[config.mk]
export PLATFORM = sky130hd
export DESIGN_NAME = hspir_top
export DESIGN_NICKNAME = d
export VERILOG_FILES = /design/src/logic/hspir_pkg.sv /design/src/logic/hspir_top.sv
export SDC_FILE = /design/constraint.sdc
export NUM_CORES = 1
export LEC_CHECK = 0
export ABC_AREA = 1
export BUFFER_PORTS_ARGS = -buffer_cell sky130_fd_sc_hd__buf_2
export CORE_ASPECT_RATIO = 0.7
export CORE_UTILIZATION = 55
export DETAILED_ROUTE_END_ITERATION = 10
export PLACE_DENSITY = 0.83
export SKIP_CTS_REPAIR_TIMING = 1
export SYNTH_ARGS = -nofsm -noshare
export SYNTH_HDL_FRONTEND = slang
export SYNTH_SLANG_ARGS = --single-unit
export TNS_END_PERCENT = 10
[constraint.sdc]
create_clock -name sys_clk_in -period 8 [get_ports sys_clk_in]
set_input_delay 1.6 -clock sys_clk_in [delete_from_list [all_inputs] [get_ports sys_clk_in]]
set_output_delay 1.6 -clock sys_clk_in [all_outputs]
set_load 0.01 [all_outputs]
[src/logic/hspir_pkg.sv]
// register map, field positions and reset values of the sensor register block
package hspir_pkg;
  localparam int ADDR_W = 8;
  localparam int DATA_W = 8;
  localparam int RES_W = 16;
  localparam int NFLAG = 5;

  // ****************************************************************
  // register offsets
  // ****************************************************************
  localparam logic [7:0] OFF_TEMP_LO = 8'h00;
  localparam logic [7:0] OFF_TEMP_HI = 8'h01;
  localparam logic [7:0] OFF_HUM_LO = 8'h02;
  localparam logic [7:0] OFF_HUM_HI = 8'h03;
  localparam logic [7:0] OFF_FLAGS = 8'h04;
  localparam logic [7:0] OFF_PEAK_T = 8'h05;
  localparam logic [7:0] OFF_PEAK_H = 8'h06;
  localparam logic [7:0] OFF_IRQ_EN = 8'h07;
  localparam logic [7:0] OFF_TRIM = 8'h08;
  localparam logic [7:0] OFF_DEV_CFG = 8'h0E;

  // ****************************************************************
  // field layout
  // ****************************************************************
  // flag and enable bytes share one layout: bits 7..3, low three reserved
  localparam int FLAG_LSB = 3;
  localparam int BIT_DONE = 4;
  localparam int BIT_T_ABOVE = 3;
  localparam int BIT_T_BELOW = 2;
  localparam int BIT_H_ABOVE = 1;
  localparam int BIT_H_BELOW = 0;
  localparam logic [7:0] FLAG_BYTE_MASK = 8'hF8;
  localparam int CFG_SOFT_RST_BIT = 7;
  localparam int CFG_RATE_LSB = 4;
  localparam int CFG_ALERT_ON_BIT = 2;
  localparam logic [7:0] CFG_STORE_MASK = 8'h7F;
  localparam logic [2:0] RATE_ONE_SHOT = 3'h0;

  // ****************************************************************
  // reset values and arithmetic
  // ****************************************************************
  localparam logic [7:0] BYTE_RESET = 8'h00;
  localparam logic [15:0] WORD_RESET = 16'h0000;
  localparam logic [15:0] WORD_MAX = 16'hFFFF;
  // one trim step of 0.16 degC equals 64 counts of the 16-bit temperature code
  localparam int TRIM_SHIFT = 6;
endpackage

[src/logic/hspir_top.sv]
// result, status flag, peak hold, alert enable and temperature trim registers
`timescale 1ns/1ps
module hspir_top (
  input wire logic sys_clk_in, // 50 MHz device clock
  input wire logic rst_n_in, // power-on reset, active low, asynchronous
  input wire logic ptr_wr_in, // pointer byte strobe from the serial engine
  input wire logic [7:0] ptr_data_in, // new register pointer
  input wire logic data_wr_in, // data byte write strobe
  input wire logic [7:0] wdata_in, // data byte written
  input wire logic data_rd_in, // data byte read strobe
  output logic [7:0] rdata_out, // read data, valid the cycle after data_rd_in
  input wire logic temp_done_in, // temperature conversion complete pulse
  input wire logic [15:0] temp_raw_in, // raw temperature code with temp_done_in
  input wire logic hum_done_in, // humidity conversion complete pulse
  input wire logic [15:0] hum_raw_in, // humidity code with hum_done_in
  input wire logic [3:0] thr_evt_in, // threshold exceeded pulses: t_above,t_below,h_above,h_below
  output logic alert_out // alert pin level, active high
);
  logic rst_meta_q;
  logic rst_n_q;
  logic soft_q;
  logic [7:0] ptr_q;
  logic [15:0] temp_q;
  logic [15:0] hum_q;
  logic [4:0] flags_q;
  logic [4:0] irq_en_q;
  logic [7:0] trim_q;
  logic [7:0] cfg_q;
  logic [7:0] peak_t_q;
  logic [7:0] peak_h_q;
  logic [15:0] temp_adj;
  logic one_shot;
  logic wr_hit_cfg;
  logic rd_result;
  logic rd_flags;
  logic [4:0] flag_set;
  logic [4:0] flag_clr;
  logic [7:0] flag_byte;

  // ****************************************************************
  // functions
  // ****************************************************************
  // signed trim scaled onto the 16-bit code, clamped instead of wrapping
  function automatic logic [15:0] apply_trim(input logic [15:0] raw, input logic [7:0] t);
    logic signed [17:0] step;
    logic signed [17:0] sum;
    step = 18'($signed(t)) <<< hspir_pkg::TRIM_SHIFT;
    sum = $signed({2'h0, raw}) + step;
    if (sum[17]) begin
      apply_trim = hspir_pkg::WORD_RESET;
    end else if (sum[16]) begin
      apply_trim = hspir_pkg::WORD_MAX;
    end else begin
      apply_trim = sum[15:0];
    end
  endfunction

  function automatic logic [7:0] to_byte(input logic [4:0] v);
    to_byte = {v, 3'h0};
  endfunction

  // ****************************************************************
  // reset release
  // ****************************************************************
  always_ff @(posedge sys_clk_in or negedge rst_n_in) begin
    if (!rst_n_in) begin
      rst_meta_q <= 1'b0;
      rst_n_q <= 1'b0;
    end else begin
      rst_meta_q <= 1'b1;
      rst_n_q <= rst_meta_q;
    end
  end

  // ****************************************************************
  // decode
  // ****************************************************************
  assign temp_adj = apply_trim(temp_raw_in, trim_q);
  assign one_shot = (cfg_q[hspir_pkg::CFG_RATE_LSB +: 3] == hspir_pkg::RATE_ONE_SHOT);
  assign wr_hit_cfg = data_wr_in && (ptr_q == hspir_pkg::OFF_DEV_CFG);
  assign rd_result = data_rd_in && (ptr_q <= hspir_pkg::OFF_FLAGS);
  assign rd_flags = data_rd_in && (ptr_q == hspir_pkg::OFF_FLAGS);
  assign flag_set = {temp_done_in | hum_done_in, thr_evt_in};
  assign flag_clr = {rd_result, {4{rd_flags}}};
  assign flag_byte = to_byte(flags_q);

  // ****************************************************************
  // soft reset: the bit reads one for a single cycle, then every register but the pointer, rdata_out and alert_out clears
  // ****************************************************************
  always_ff @(posedge sys_clk_in or negedge rst_n_q) begin
    if (!rst_n_q) begin
      soft_q <= 1'b0;
    end else begin
      soft_q <= wr_hit_cfg && wdata_in[hspir_pkg::CFG_SOFT_RST_BIT] && !soft_q;
    end
  end

  // ****************************************************************
  // register pointer
  // ****************************************************************
  // pointer is left alone by soft reset so a transfer in flight stays aligned
  always_ff @(posedge sys_clk_in or negedge rst_n_q) begin
    if (!rst_n_q) begin
      ptr_q <= hspir_pkg::BYTE_RESET;
    end else if (ptr_wr_in) begin
      ptr_q <= ptr_data_in;
    end else if (data_wr_in || data_rd_in) begin
      ptr_q <= ptr_q + 8'h01;
    end
  end

  // ****************************************************************
  // results
  // ****************************************************************
  always_ff @(posedge sys_clk_in or negedge rst_n_q) begin
    if (!rst_n_q) begin
      temp_q <= hspir_pkg::WORD_RESET;
      hum_q <= hspir_pkg::WORD_RESET;
    end else if (soft_q) begin
      temp_q <= hspir_pkg::WORD_RESET;
      hum_q <= hspir_pkg::WORD_RESET;
    end else begin
      if (temp_done_in) begin
        temp_q <= temp_adj;
      end
      if (hum_done_in) begin
        hum_q <= hum_raw_in;
      end
    end
  end

  // ****************************************************************
  // event flags
  // ****************************************************************
  // a new event in the cycle of the clearing read wins, so none is lost
  always_ff @(posedge sys_clk_in or negedge rst_n_q) begin
    if (!rst_n_q) begin
      flags_q <= 5'h00;
    end else if (soft_q) begin
      flags_q <= 5'h00;
    end else begin
      flags_q <= flag_set | (flags_q & ~flag_clr);
    end
  end

  // ****************************************************************
  // peak hold
  // ****************************************************************
  always_ff @(posedge sys_clk_in or negedge rst_n_q) begin
    if (!rst_n_q) begin
      peak_t_q <= hspir_pkg::BYTE_RESET;
      peak_h_q <= hspir_pkg::BYTE_RESET;
    end else if (soft_q) begin
      peak_t_q <= hspir_pkg::BYTE_RESET;
      peak_h_q <= hspir_pkg::BYTE_RESET;
    end else if (one_shot) begin
      if (temp_done_in && (temp_adj[15:8] > peak_t_q)) begin
        peak_t_q <= temp_adj[15:8];
      end
      if (hum_done_in && (hum_raw_in[15:8] > peak_h_q)) begin
        peak_h_q <= hum_raw_in[15:8];
      end
    end
  end

  // ****************************************************************
  // writable registers
  // ****************************************************************
  always_ff @(posedge sys_clk_in or negedge rst_n_q) begin
    if (!rst_n_q) begin
      irq_en_q <= 5'h00;
      trim_q <= hspir_pkg::BYTE_RESET;
      cfg_q <= hspir_pkg::BYTE_RESET;
    end else if (soft_q) begin
      irq_en_q <= 5'h00;
      trim_q <= hspir_pkg::BYTE_RESET;
      cfg_q <= hspir_pkg::BYTE_RESET;
    end else if (data_wr_in) begin
      unique case (ptr_q)
        hspir_pkg::OFF_IRQ_EN: irq_en_q <= wdata_in[7:hspir_pkg::FLAG_LSB];
        hspir_pkg::OFF_TRIM: trim_q <= wdata_in;
        hspir_pkg::OFF_DEV_CFG: cfg_q <= wdata_in & hspir_pkg::CFG_STORE_MASK;
        default: begin
          // read-only and unmapped offsets ignore writes
        end
      endcase
    end
  end

  // ****************************************************************
  // read data
  // ****************************************************************
  always_ff @(posedge sys_clk_in or negedge rst_n_q) begin
    if (!rst_n_q) begin
      rdata_out <= hspir_pkg::BYTE_RESET;
    end else if (data_rd_in) begin
      unique case (ptr_q)
        hspir_pkg::OFF_TEMP_LO: rdata_out <= temp_q[7:0];
        hspir_pkg::OFF_TEMP_HI: rdata_out <= temp_q[15:8];
        hspir_pkg::OFF_HUM_LO: rdata_out <= hum_q[7:0];
        hspir_pkg::OFF_HUM_HI: rdata_out <= hum_q[15:8];
        hspir_pkg::OFF_FLAGS: rdata_out <= flag_byte;
        hspir_pkg::OFF_PEAK_T: rdata_out <= peak_t_q;
        hspir_pkg::OFF_PEAK_H: rdata_out <= peak_h_q;
        hspir_pkg::OFF_IRQ_EN: rdata_out <= to_byte(irq_en_q);
        hspir_pkg::OFF_TRIM: rdata_out <= trim_q;
        hspir_pkg::OFF_DEV_CFG: rdata_out <= {soft_q, cfg_q[6:0]};
        default: rdata_out <= hspir_pkg::BYTE_RESET;
      endcase
    end
  end

  // ****************************************************************
  // alert
  // ****************************************************************
  always_ff @(posedge sys_clk_in or negedge rst_n_q) begin
    if (!rst_n_q) begin
      alert_out <= 1'b0;
    end else begin
      alert_out <= cfg_q[hspir_pkg::CFG_ALERT_ON_BIT] && |(flags_q & irq_en_q);
    end
  end
endmodule

# Word-level counts from Yosys, hierarchy flattened
# Index checks and enable logic that the tools add are counted.
classes:
  bitwise_logic: 5
  order_cmp: 3
  n_eq_ne: 9
  add_sub_neg: 2
  n_reduce_logical: 28
  mux: 25
op_table:
  columns: ["cell", "n"]
  rows:
  - ["16-bit two-way mux", 6]
  - ["8-bit two-way mux", 11]
  - ["8-bit case mux with 10 select lines", 1]
  - ["8-bit by 3-bit == test with 1-bit output, second input constant", 4]
  - ["7-bit two-way mux", 3]
  - ["5-bit two-way mux", 4]
  - ["2-bit nonzero test", 10]
  - ["17-bit by 14-bit adder with 18-bit output", 1]
  - ["8-bit by 2-bit == test with 1-bit output, second input constant", 2]
  - ["8-bit by 4-bit == test with 1-bit output, second input constant", 2]
  - ["8-bit > comparator", 2]
  - ["5-bit bitwise AND", 2]
  - ["2-bit AND reduction", 5]
  - ["8-bit by 1-bit adder with 8-bit output, second input constant", 1]
  - ["8-bit by 1-bit == test with 1-bit output, second input constant", 1]
  - ["8-bit by 3-bit less-or-equal comparator with 1-bit output, second input constant", 1]
  - ["1-bit logical AND", 8]
  - ["8-bit logical NOT", 1]
  - ["5-bit inverter", 1]
  - ["5-bit bitwise OR", 1]
  - ["5-bit OR reduction", 1]
  - ["3-bit logical NOT", 1]
  - ["1-bit logical NOT", 1]
  - ["1-bit logical OR", 1]
  - ["1-bit bitwise OR", 1]
totals:
  reg_bits: 93
  in_bits: 59
  output_inout_bits: 9
  elab_cells: 86

# Depth between registers and ports, before layout
# Gate-level depths: netlist of run 1.
logic_depth:
  ltp_word: 8
  mapped_depth: 23
  mapped_depth_nobuf: 23

# Least setup slack after synthesis of run 1
# OpenSTA, ideal clock, no wires.
synth_timing:
  path_type: "input port to flip-flop"
  from: "input port temp_raw_in[8]"
  to: "register peak_t_q[0]"
  cell_stages: 21
  t_required_ns: 7.934
  arrival_ns: 3.907
  path_slack_ns: 4.027
  setup_ns: 0.066
  cell_sequence: "ha_1 > or2_1 > and2_4 > nand2_2 > nand3_1 > nand2_2 > nand2_4 > buf_6 > nand2_1 > inv_1 > ha_1 > nand2_1 > inv_1 > nand2_1 > nand2_1 > nand2_1 > nand2_1 > nand2_1 > nor2_2 > nand3_1 > nand2_1"
synth_via:
  elab_chain_cells: 7
synth_rtl:
  columns: ["element", "line_no", "source"]
  rows:
  - ["start: declaration", "hspir_top.sv:13", "input wire logic [15:0] temp_raw_in,"]
  - ["17-bit by 14-bit adder with 18-bit output *", "hspir_top.sv:48", "sum = $signed({2'h0, raw}) + step;"]
  - ["16-bit two-way mux", "hspir_top.sv:51", "end else if (sum[16]) begin"]
  - ["16-bit two-way mux *", "hspir_top.sv:49", "if (sum[17]) begin"]
  - ["8-bit > comparator", "hspir_top.sv:157", "if (temp_done_in && (temp_adj[15:8] > peak_t_q)) begin"]
  - ["1-bit logical AND", "hspir_top.sv:157", null]
  - ["2-bit nonzero test (no line)", null, null]
  - ["2-bit AND reduction (no line)", null, null]
  - ["end signal: assignment", "hspir_top.sv:151", "peak_t_q <= hspir_pkg::BYTE_RESET;"]
  - ["end signal: assignment", "hspir_top.sv:154", "peak_t_q <= hspir_pkg::BYTE_RESET;"]
  - ["end signal: assignment", "hspir_top.sv:158", "peak_t_q <= temp_adj[15:8];"]
  - ["end: declaration", "hspir_top.sv:29", "logic [7:0] peak_t_q;"]
# Mark *: on every way between the ends. The rest lies on a longest branch, timed or not. The select of a mux whose other input is x is not followed.
# A chain may end at the register's enable or synchronous reset.

# Worst setup path after layout of run 1
layout_timing:
  from: "input port temp_raw_in[6]"
  to: "register peak_t_q[2]"
# Same word-level chain as after synthesis.

==> results.ini, run 1 <==
[placed_design]
place.detailed.instances = 966
routability_congestion = 0.972
dp_hpwl_microns = 11500
dpl_worst_slack_ns = 3.54
place.port_buffers = 67

[global_route]
antenna_violations_before_repair = 0
grt-ovfl-total = 0
grt_start_max_net_pins = 63
grt_pass1_wl_microns = 24600
first_global_vias = 4816
groute.usage.overall = 0.303

[worst_setup_path]
crit_path_max_incr_delay_ns = 0.45
cpMaxStageDelayCell = sky130_fd_sc_hd__fa_1
worst_setup_path_category = input port to flop
cp.depth = 19
worst_ep_arrival_time_ns = 4.52
crit_top_cell = sky130_fd_sc_hd__nand2_1
worst_r2r_path_depth = 17
crit_path_cell_trace = buf_2 > ha_1 > fa_1 > nand3_1 > nand3_1 > nand2_1 > nand2_1 > xnor2_1 > nand2_1 > nand2_1 > inv_1 > ha_1 > nand3_1 > nor2_1 > a21oi_1 > nand2_1 > nor2_2 > nand3_1 > nand2_1
cpLargestDelayFamily = simple AND/OR/NAND/NOR gates
timing.critical_path.buf_inv = 2
worstSetupStartpointType = input port
path_max_fanout = 10
setup.worst_path.end_class = flop
worst_ep_required_time_ns = 8.28

[floorplanning]
die_height_microns = 87.4
initial_utilization = 0.579
fp-row-count = 30
die_w_microns = 124
core-area_sq_mm = 0.00991
die_area_sq_mm = 0.0108
design.portCount = 68

[yosys]
avgSynthCellArea_sq_um = 7.28
synthDistinctLibCells = 41
netlist.top_cell.by_area = sky130_fd_sc_hd__dfrtp_1
proportion_of_synthesized_chip_area_in_sequential_cells = 0.406
dominantRegCellSynth = sky130_fd_sc_hd__dfrtp_1
async_reset_ff_frac = 1.00
synth_fp_nets = 879
synth_top_area_frac = 0.406
mappedNetlistArea_sq_mm = 0.00574
synthCells = 788
ys_ff_latch = 93
ys_top_cells_by_area = sky130_fd_sc_hd__dfrtp_1 41%, sky130_fd_sc_hd__nand2_1 17%, sky130_fd_sc_hd__nand3_1 6.9%
yosysWarningCount = 0
synth_edf_count = 0

[run]
cap_violations = 0

[cts]
clk_pin_slew_worst_paths_ns = 0.06
max-clock-path-buffers = 2
clk_latency_ns = 0.34
numClockSinks = 93
tritoncts_clock_tree = built
htree_num_levels = 3
clk_root_buffer_cell = sky130_fd_sc_hd__clkbuf_16
cts-buffers-inserted = 9

[route]
drt_wl_total_microns = 15200
vias_per_cell = 5.57
overall_via_count_from_detail_route = 5463
detail_route.drc_violations = 0
violation_count_after_the_first_detailed_route_iteration = 629
detailedRoute.firstPassIterationCount = 5
antenna_violating_nets_left = 0
routedWlPerCell_microns = 15.5

[layout]
synthToLayoutAreaGrowth_pct = 12.0
finish.cell_count_without_fillers = 981
insertedDiodeCount = 0
finish.net_count = 940
postLayoutCoreUtil = 0.648
layout.cells.most_common_list = 263 x sky130_fd_sc_hd__nand2_1, 92 x sky130_fd_sc_hd__dfrtp_1, 81 x sky130_fd_sc_hd__inv_1, 79 x sky130_fd_sc_hd__nand3_1, 67 x sky130_fd_sc_hd__buf_2
drive_above_1_share = 0.135
most_common_library_cell_in_the_layout_ignoring_fill_and_taps = sky130_fd_sc_hd__nand2_1

[sta]
relSlewSlack = 0.382
timing.final.hold_violations = 0
tightest_slew_ns = 0.924
fin_crit_ns = 4.25
maximum_clock_rate_mhz = 235
setup-tns-final_ns = 0
setup_viol_count_final = 0
grt_setup_unrepaired = no
final.setup_skew_ns = 0.00689
layout_setup_ws_ns = 3.75
drv_slew = 0
layout_worst_path_cycle_share = 0.531

[pwr]
internal_portion_of_total_power_mw = 1.03
switchingPower_mw = 0.638
worst_ir_drop_on_vdd_v = 0.000131
total_leakage_power_nw = 3.50
seqPwrFrac = 0.397
sw_frac_of_total = 0.383
power_frac_clock = 0.250
power_per_cell_area_mw_per_mm2 = 259
power.combinational.fraction = 0.353

[min_path]
min-delay-path-class = flop to asynchronous set/reset pin

[outcome]
outcome = complete, no violations

==> through the flow <==
step | power, mW | hold WS [ns] | instance area [sq um]
6_report | 1.66 | 0.251 | 6420
4_1_cts | 1.65 | 0.272 | 6420
5_1_grt | 1.78 | 0.292 | 6420
3_5_place_dp | 1.24 | 0.264 | 6140
2_1_floorplan | 1.08 | 0.331 | 5740
3_3_place_gp | 1.22 | 0.261 | 6140
==> logic make-up (layout without fill, tap and decap cells) <==
| family | Yosys count | count (layout) | synth area share |
|---|---|---|---|
| fa+ha+maj | 32 | 32 | 0.0711 |
| compound gates | 103 | 103 | 0.0979 |
| other cells | 1 | 1 | 0.000654 |
| flops | 93 | 93 | 0.406 |
| mux | 1 | 1 | 0.00196 |
| xor+xnor | 6 | 6 | 0.00916 |
| simple gates | 446 | 446 | 0.337 |
| buf+inv | 106 | 171 | 0.0764 |
==> worst paths after layout <==
kind | from | end | slack [ns]
worst max-delay path | temp_raw_in[6] | peak_t_q[2]$_DFFE_PN0P_ | 3.75
worst min-delay path | rst_n_q$_DFF_PN0_ | ptr_q[5]$_DFFE_PN0P_ | 0.25
worst max register to register | trim_q[7]$_DFFE_PN0P_ | peak_t_q[2]$_DFFE_PN0P_ | 4.64
worst min register to register | rst_n_q$_DFF_PN0_ | ptr_q[5]$_DFFE_PN0P_ | 0.25
max in group asynchronous | rst_n_q$_DFF_PN0_ | irq_en_q[3]$_DFFE_PN0P_ | 6.65
min in group sys_clk_in | rst_meta_q$_DFF_PN0_ | rst_n_q$_DFF_PN0_ | 0.35
==> sequential cells by signal, summed over array words and instances, names as in the netlist, 7 cells and up <==
register,cells
ptr_q,8
peak_t_q,8
trim_q,8
hum_q,16
temp_q,16
peak_h_q,8
rdata_out,8
cfg_q,7
==> synthesized netlist by cell type, types with 5 or more instances <==
| cell | count |
|---|---|
| sky130_fd_sc_hd__nand2_1 | 263 |
| sky130_fd_sc_hd__dfrtp_1 | 93 |
| sky130_fd_sc_hd__inv_1 | 81 |
| sky130_fd_sc_hd__nand3_1 | 79 |
| sky130_fd_sc_hd__nor2_1 | 63 |
| sky130_fd_sc_hd__o21ai_0 | 46 |
| sky130_fd_sc_hd__ha_1 | 31 |
| sky130_fd_sc_hd__a21oi_1 | 23 |
| sky130_fd_sc_hd__o21ai_1 | 22 |
| sky130_fd_sc_hd__buf_2 | 8 |
| sky130_fd_sc_hd__clkbuf_1 | 8 |
| sky130_fd_sc_hd__nand2_2 | 8 |
| sky130_fd_sc_hd__nand4_1 | 6 |
| sky130_fd_sc_hd__nand3b_1 | 5 |
| sky130_fd_sc_hd__xnor2_1 | 5 |
==> power by group through the flow <==
stage                     Sequential (mW)  Clock [mW]  Combinational, mW
after detailed placement            0.666           0              0.571
after global placement              0.663           0              0.556
final                               0.661       0.416              0.587
after global routing                0.670       0.442              0.669
after CTS                           0.658       0.417              0.578
after floorplan                     0.640           0              0.436
==> worst register-to-register path: cells and delay by family, from the launching register on <==
family | cells | cell delay, ns
fa+ha+maj | 2 | 0.73
flops | 1 | 0.52
simple gates | 14 | 1.87
compound gates | 1 | 0.19
==> per-layer routing <==
layer / GRT usage / routed length [microns] / up-vias
met1: 0.468 / 7130 / 2540
met4: 0.0498 / 95 / 0
met2: 0.421 / 6290 / 260
met5: 0 / 0 / -
li1: - / - / 2649
met3: 0.0864 / 1670 / 14
==> layout make-up <==
type / count / area [sq um]
sequential: 93 / 2330
clock buffer: 11 / 233
clock inverter: 4 / 50.0
timing repair buffer: 70 / 358
tap: 128 / 160
multi-input combinational: 589 / 2970
inverter: 86 / 323
fill: 914 / 3480
No activity file was read; power rests on OpenSTA's default activity.
==> run 2, diff against run 1 <==
==> constraint.sdc (replaced) <==
create_clock -name sys_clk_in -period 4.1 [get_ports sys_clk_in]
set_input_delay 0.82 -clock sys_clk_in [delete_from_list [all_inputs] [get_ports sys_clk_in]]
set_output_delay 0.82 -clock sys_clk_in [all_outputs]
set_load 0.01 [all_outputs]
==> results.ini, run 2 (synthesized netlist as in run 1, its figures left out) <==
[outcome]
outcome = complete, no violations

[cts]
numClockSinks = 93
tritoncts_clock_tree = built
clk_latency_ns = 0.35
max-clock-path-buffers = 2
clk_pin_slew_worst_paths_ns = 0.06
htree_num_levels = 3
clk_root_buffer_cell = sky130_fd_sc_hd__clkbuf_16
cts-buffers-inserted = 9

[route]
vias_per_cell = 5.58
violation_count_after_the_first_detailed_route_iteration = 514
detailedRoute.firstPassIterationCount = 5
detail_route.drc_violations = 0
antenna_violating_nets_left = 0
routedWlPerCell_microns = 15.8
drt_wl_total_microns = 15500
overall_via_count_from_detail_route = 5470

[global_route]
first_global_vias = 4961
grtUsageMet3 = 0.102
groute.usage.overall = 0.306
antenna_violations_before_repair = 0
grt_start_max_net_pins = 55
grt_pass1_wl_microns = 24900
grt-ovfl-total = 0
groute.layer.met1.usage = 0.463
global_route.peak_usage_layer = met1
global_route.usage.met2 = 0.414

[worst_setup_path]
crit_top_cell = sky130_fd_sc_hd__nand2_1
setup.worst_path.end_class = flop
crit_path_max_incr_delay_ns = 0.44
timing.critical_path.buf_inv = 2
cpMaxStageDelayCell = sky130_fd_sc_hd__fa_1
path_max_fanout = 10
cpLargestDelayFamily = simple AND/OR/NAND/NOR gates
worst_ep_arrival_time_ns = 3.69
timing.rr.start = trim_q[7]$_DFFE_PN0P_
worst_setup_path_category = input port to flop
r2r_end = peak_t_q[1]$_DFFE_PN0P_
crit_path_cell_trace = buf_2 > ha_1 > fa_1 > nand3_1 > nand3_1 > nand2_1 > nand2_1 > xnor2_1 > nand2_1 > nand2_1 > inv_1 > ha_1 > nand3_1 > nor2_1 > a21oi_1 > nand2_1 > nor2_2 > nand3_1 > nand2_1
setup.worst_path.end = peak_t_q[1]$_DFFE_PN0P_
worst-r2r-setup-slack_ns = 0.74
worst_r2r_path_depth = 16
worstSetupStartpointType = input port
worst_ep_required_time_ns = 4.39
timing.critical_path.from = temp_raw_in[6]
cp.depth = 19

[sta]
layout_setup_ws_ns = 0.696
fin_crit_ns = 3.40
tightest_slew_ns = 0.995
hold_ws_ns = 0.247
timing.final.hold_violations = 0
grt_setup_unrepaired = no
relSlewSlack = 0.334
layout_worst_path_cycle_share = 0.830
setup_viol_count_final = 0
final.setup_skew_ns = 0.00594
setup-tns-final_ns = 0
drv_slew = 0
maximum_clock_rate_mhz = 294

[layout]
drive_above_1_share = 0.137
final_cell_area_sq_mm = 0.00645
insertedDiodeCount = 0
postLayoutCoreUtil = 0.651
layout.cells.most_common_list = 263 x sky130_fd_sc_hd__nand2_1, 92 x sky130_fd_sc_hd__dfrtp_1, 81 x sky130_fd_sc_hd__inv_1, 79 x sky130_fd_sc_hd__nand3_1, 67 x sky130_fd_sc_hd__buf_2
synthToLayoutAreaGrowth_pct = 12.4
finish.net_count = 939
filler_cell_count = 875
most_common_library_cell_in_the_layout_ignoring_fill_and_taps = sky130_fd_sc_hd__nand2_1
leading_registers_by_flop_count = hum_q (16), temp_q (16)

[pwr]
power.combinational.fraction = 0.346
worst_ir_drop_on_vdd_v = 0.000250
seqPwrFrac = 0.392
internal_portion_of_total_power_mw = 2.05
power_per_cell_area_mw_per_mm2 = 512
switchingPower_mw = 1.25
power_frac_clock = 0.263
total_leakage_power_nw = 3.52
sw_frac_of_total = 0.378

[floorplanning]
core-area_sq_mm = 0.00991
die_w_microns = 124
die_height_microns = 87.4
die_area_sq_mm = 0.0108
initial_utilization = 0.579
fp-row-count = 30
design.portCount = 68

[placed_design]
dp_hpwl_microns = 11600
routability_congestion = 0.974
dpl_worst_slack_ns = 0.404
place.port_buffers = 67
placed_cell_area_sq_mm = 0.00613

[run]
cap_violations = 0

[min_path]
min-delay-path-class = input port to asynchronous set/reset pin

## run 2: cell type report
cell class	instances	area (sq um)	share of cell area
flip-flops and latches	93	2330	0.362
clock inverters	4	45.0	0.00699
multi-input cells	589	2970	0.461
inverters	86	323	0.0501
clock buffers	12	267	0.0413
well taps	128	160	0.0248
repair buffers	69	350	0.0543
## run 2: stage by stage
step | power, mW | std cells
6_report | 3.30 | 981
5_1_grt | 3.53 | 981
4_1_cts | 3.29 | 981
3_5_place_dp | 2.42 | 965
3_3_place_gp | 2.37 | 965
2_1_floorplan | 2.10 | 788
## run 2: worst register-to-register path, delay by kind of cell, from the launching register on
family                   cells  cell delay (ns)
AND/OR/NAND/NOR             12             1.62
adder cells (fa/ha/maj)      2             0.66
flip-flops                   1             0.58
AO/OA/AOI/OAI                2             0.43
## run 2: power by group through the flow
stage               combinational (mW)  clock (mW)  sequential [mW]
global route                      1.31       0.909             1.31
finish                            1.14       0.866             1.29
CTS                               1.13       0.871             1.29
floorplan                        0.850           0             1.25
global placement                  1.08           0             1.29
detailed placement                1.12           0             1.30
## run 2: routing by layer
layer  routed length (microns)  up-vias
met5                         0        -
met4                       140        0
li1                          -     2654
met3                      1790       23
met2                      6390      269
met1                      7220     2524
## run 2: how the worst min path moves through the flow
| stage | to | slack [ns] | cells after the start |
|---|---|---|---|
| after floorplan | rst_n_q$_DFF_PN0_ | 0.33 | 0 |
| after global placement | rst_n_q$_DFF_PN0_ | 0.33 | 0 |
| after detailed placement | rst_n_q$_DFF_PN0_ | 0.33 | 0 |
| after CTS | rst_meta_q$_DFF_PN0_ | 0.24 | 1 |
| after global routing | rst_n_q$_DFF_PN0_ | 0.24 | 1 |
| final | rst_n_q$_DFF_PN0_ | 0.25 | 1 |
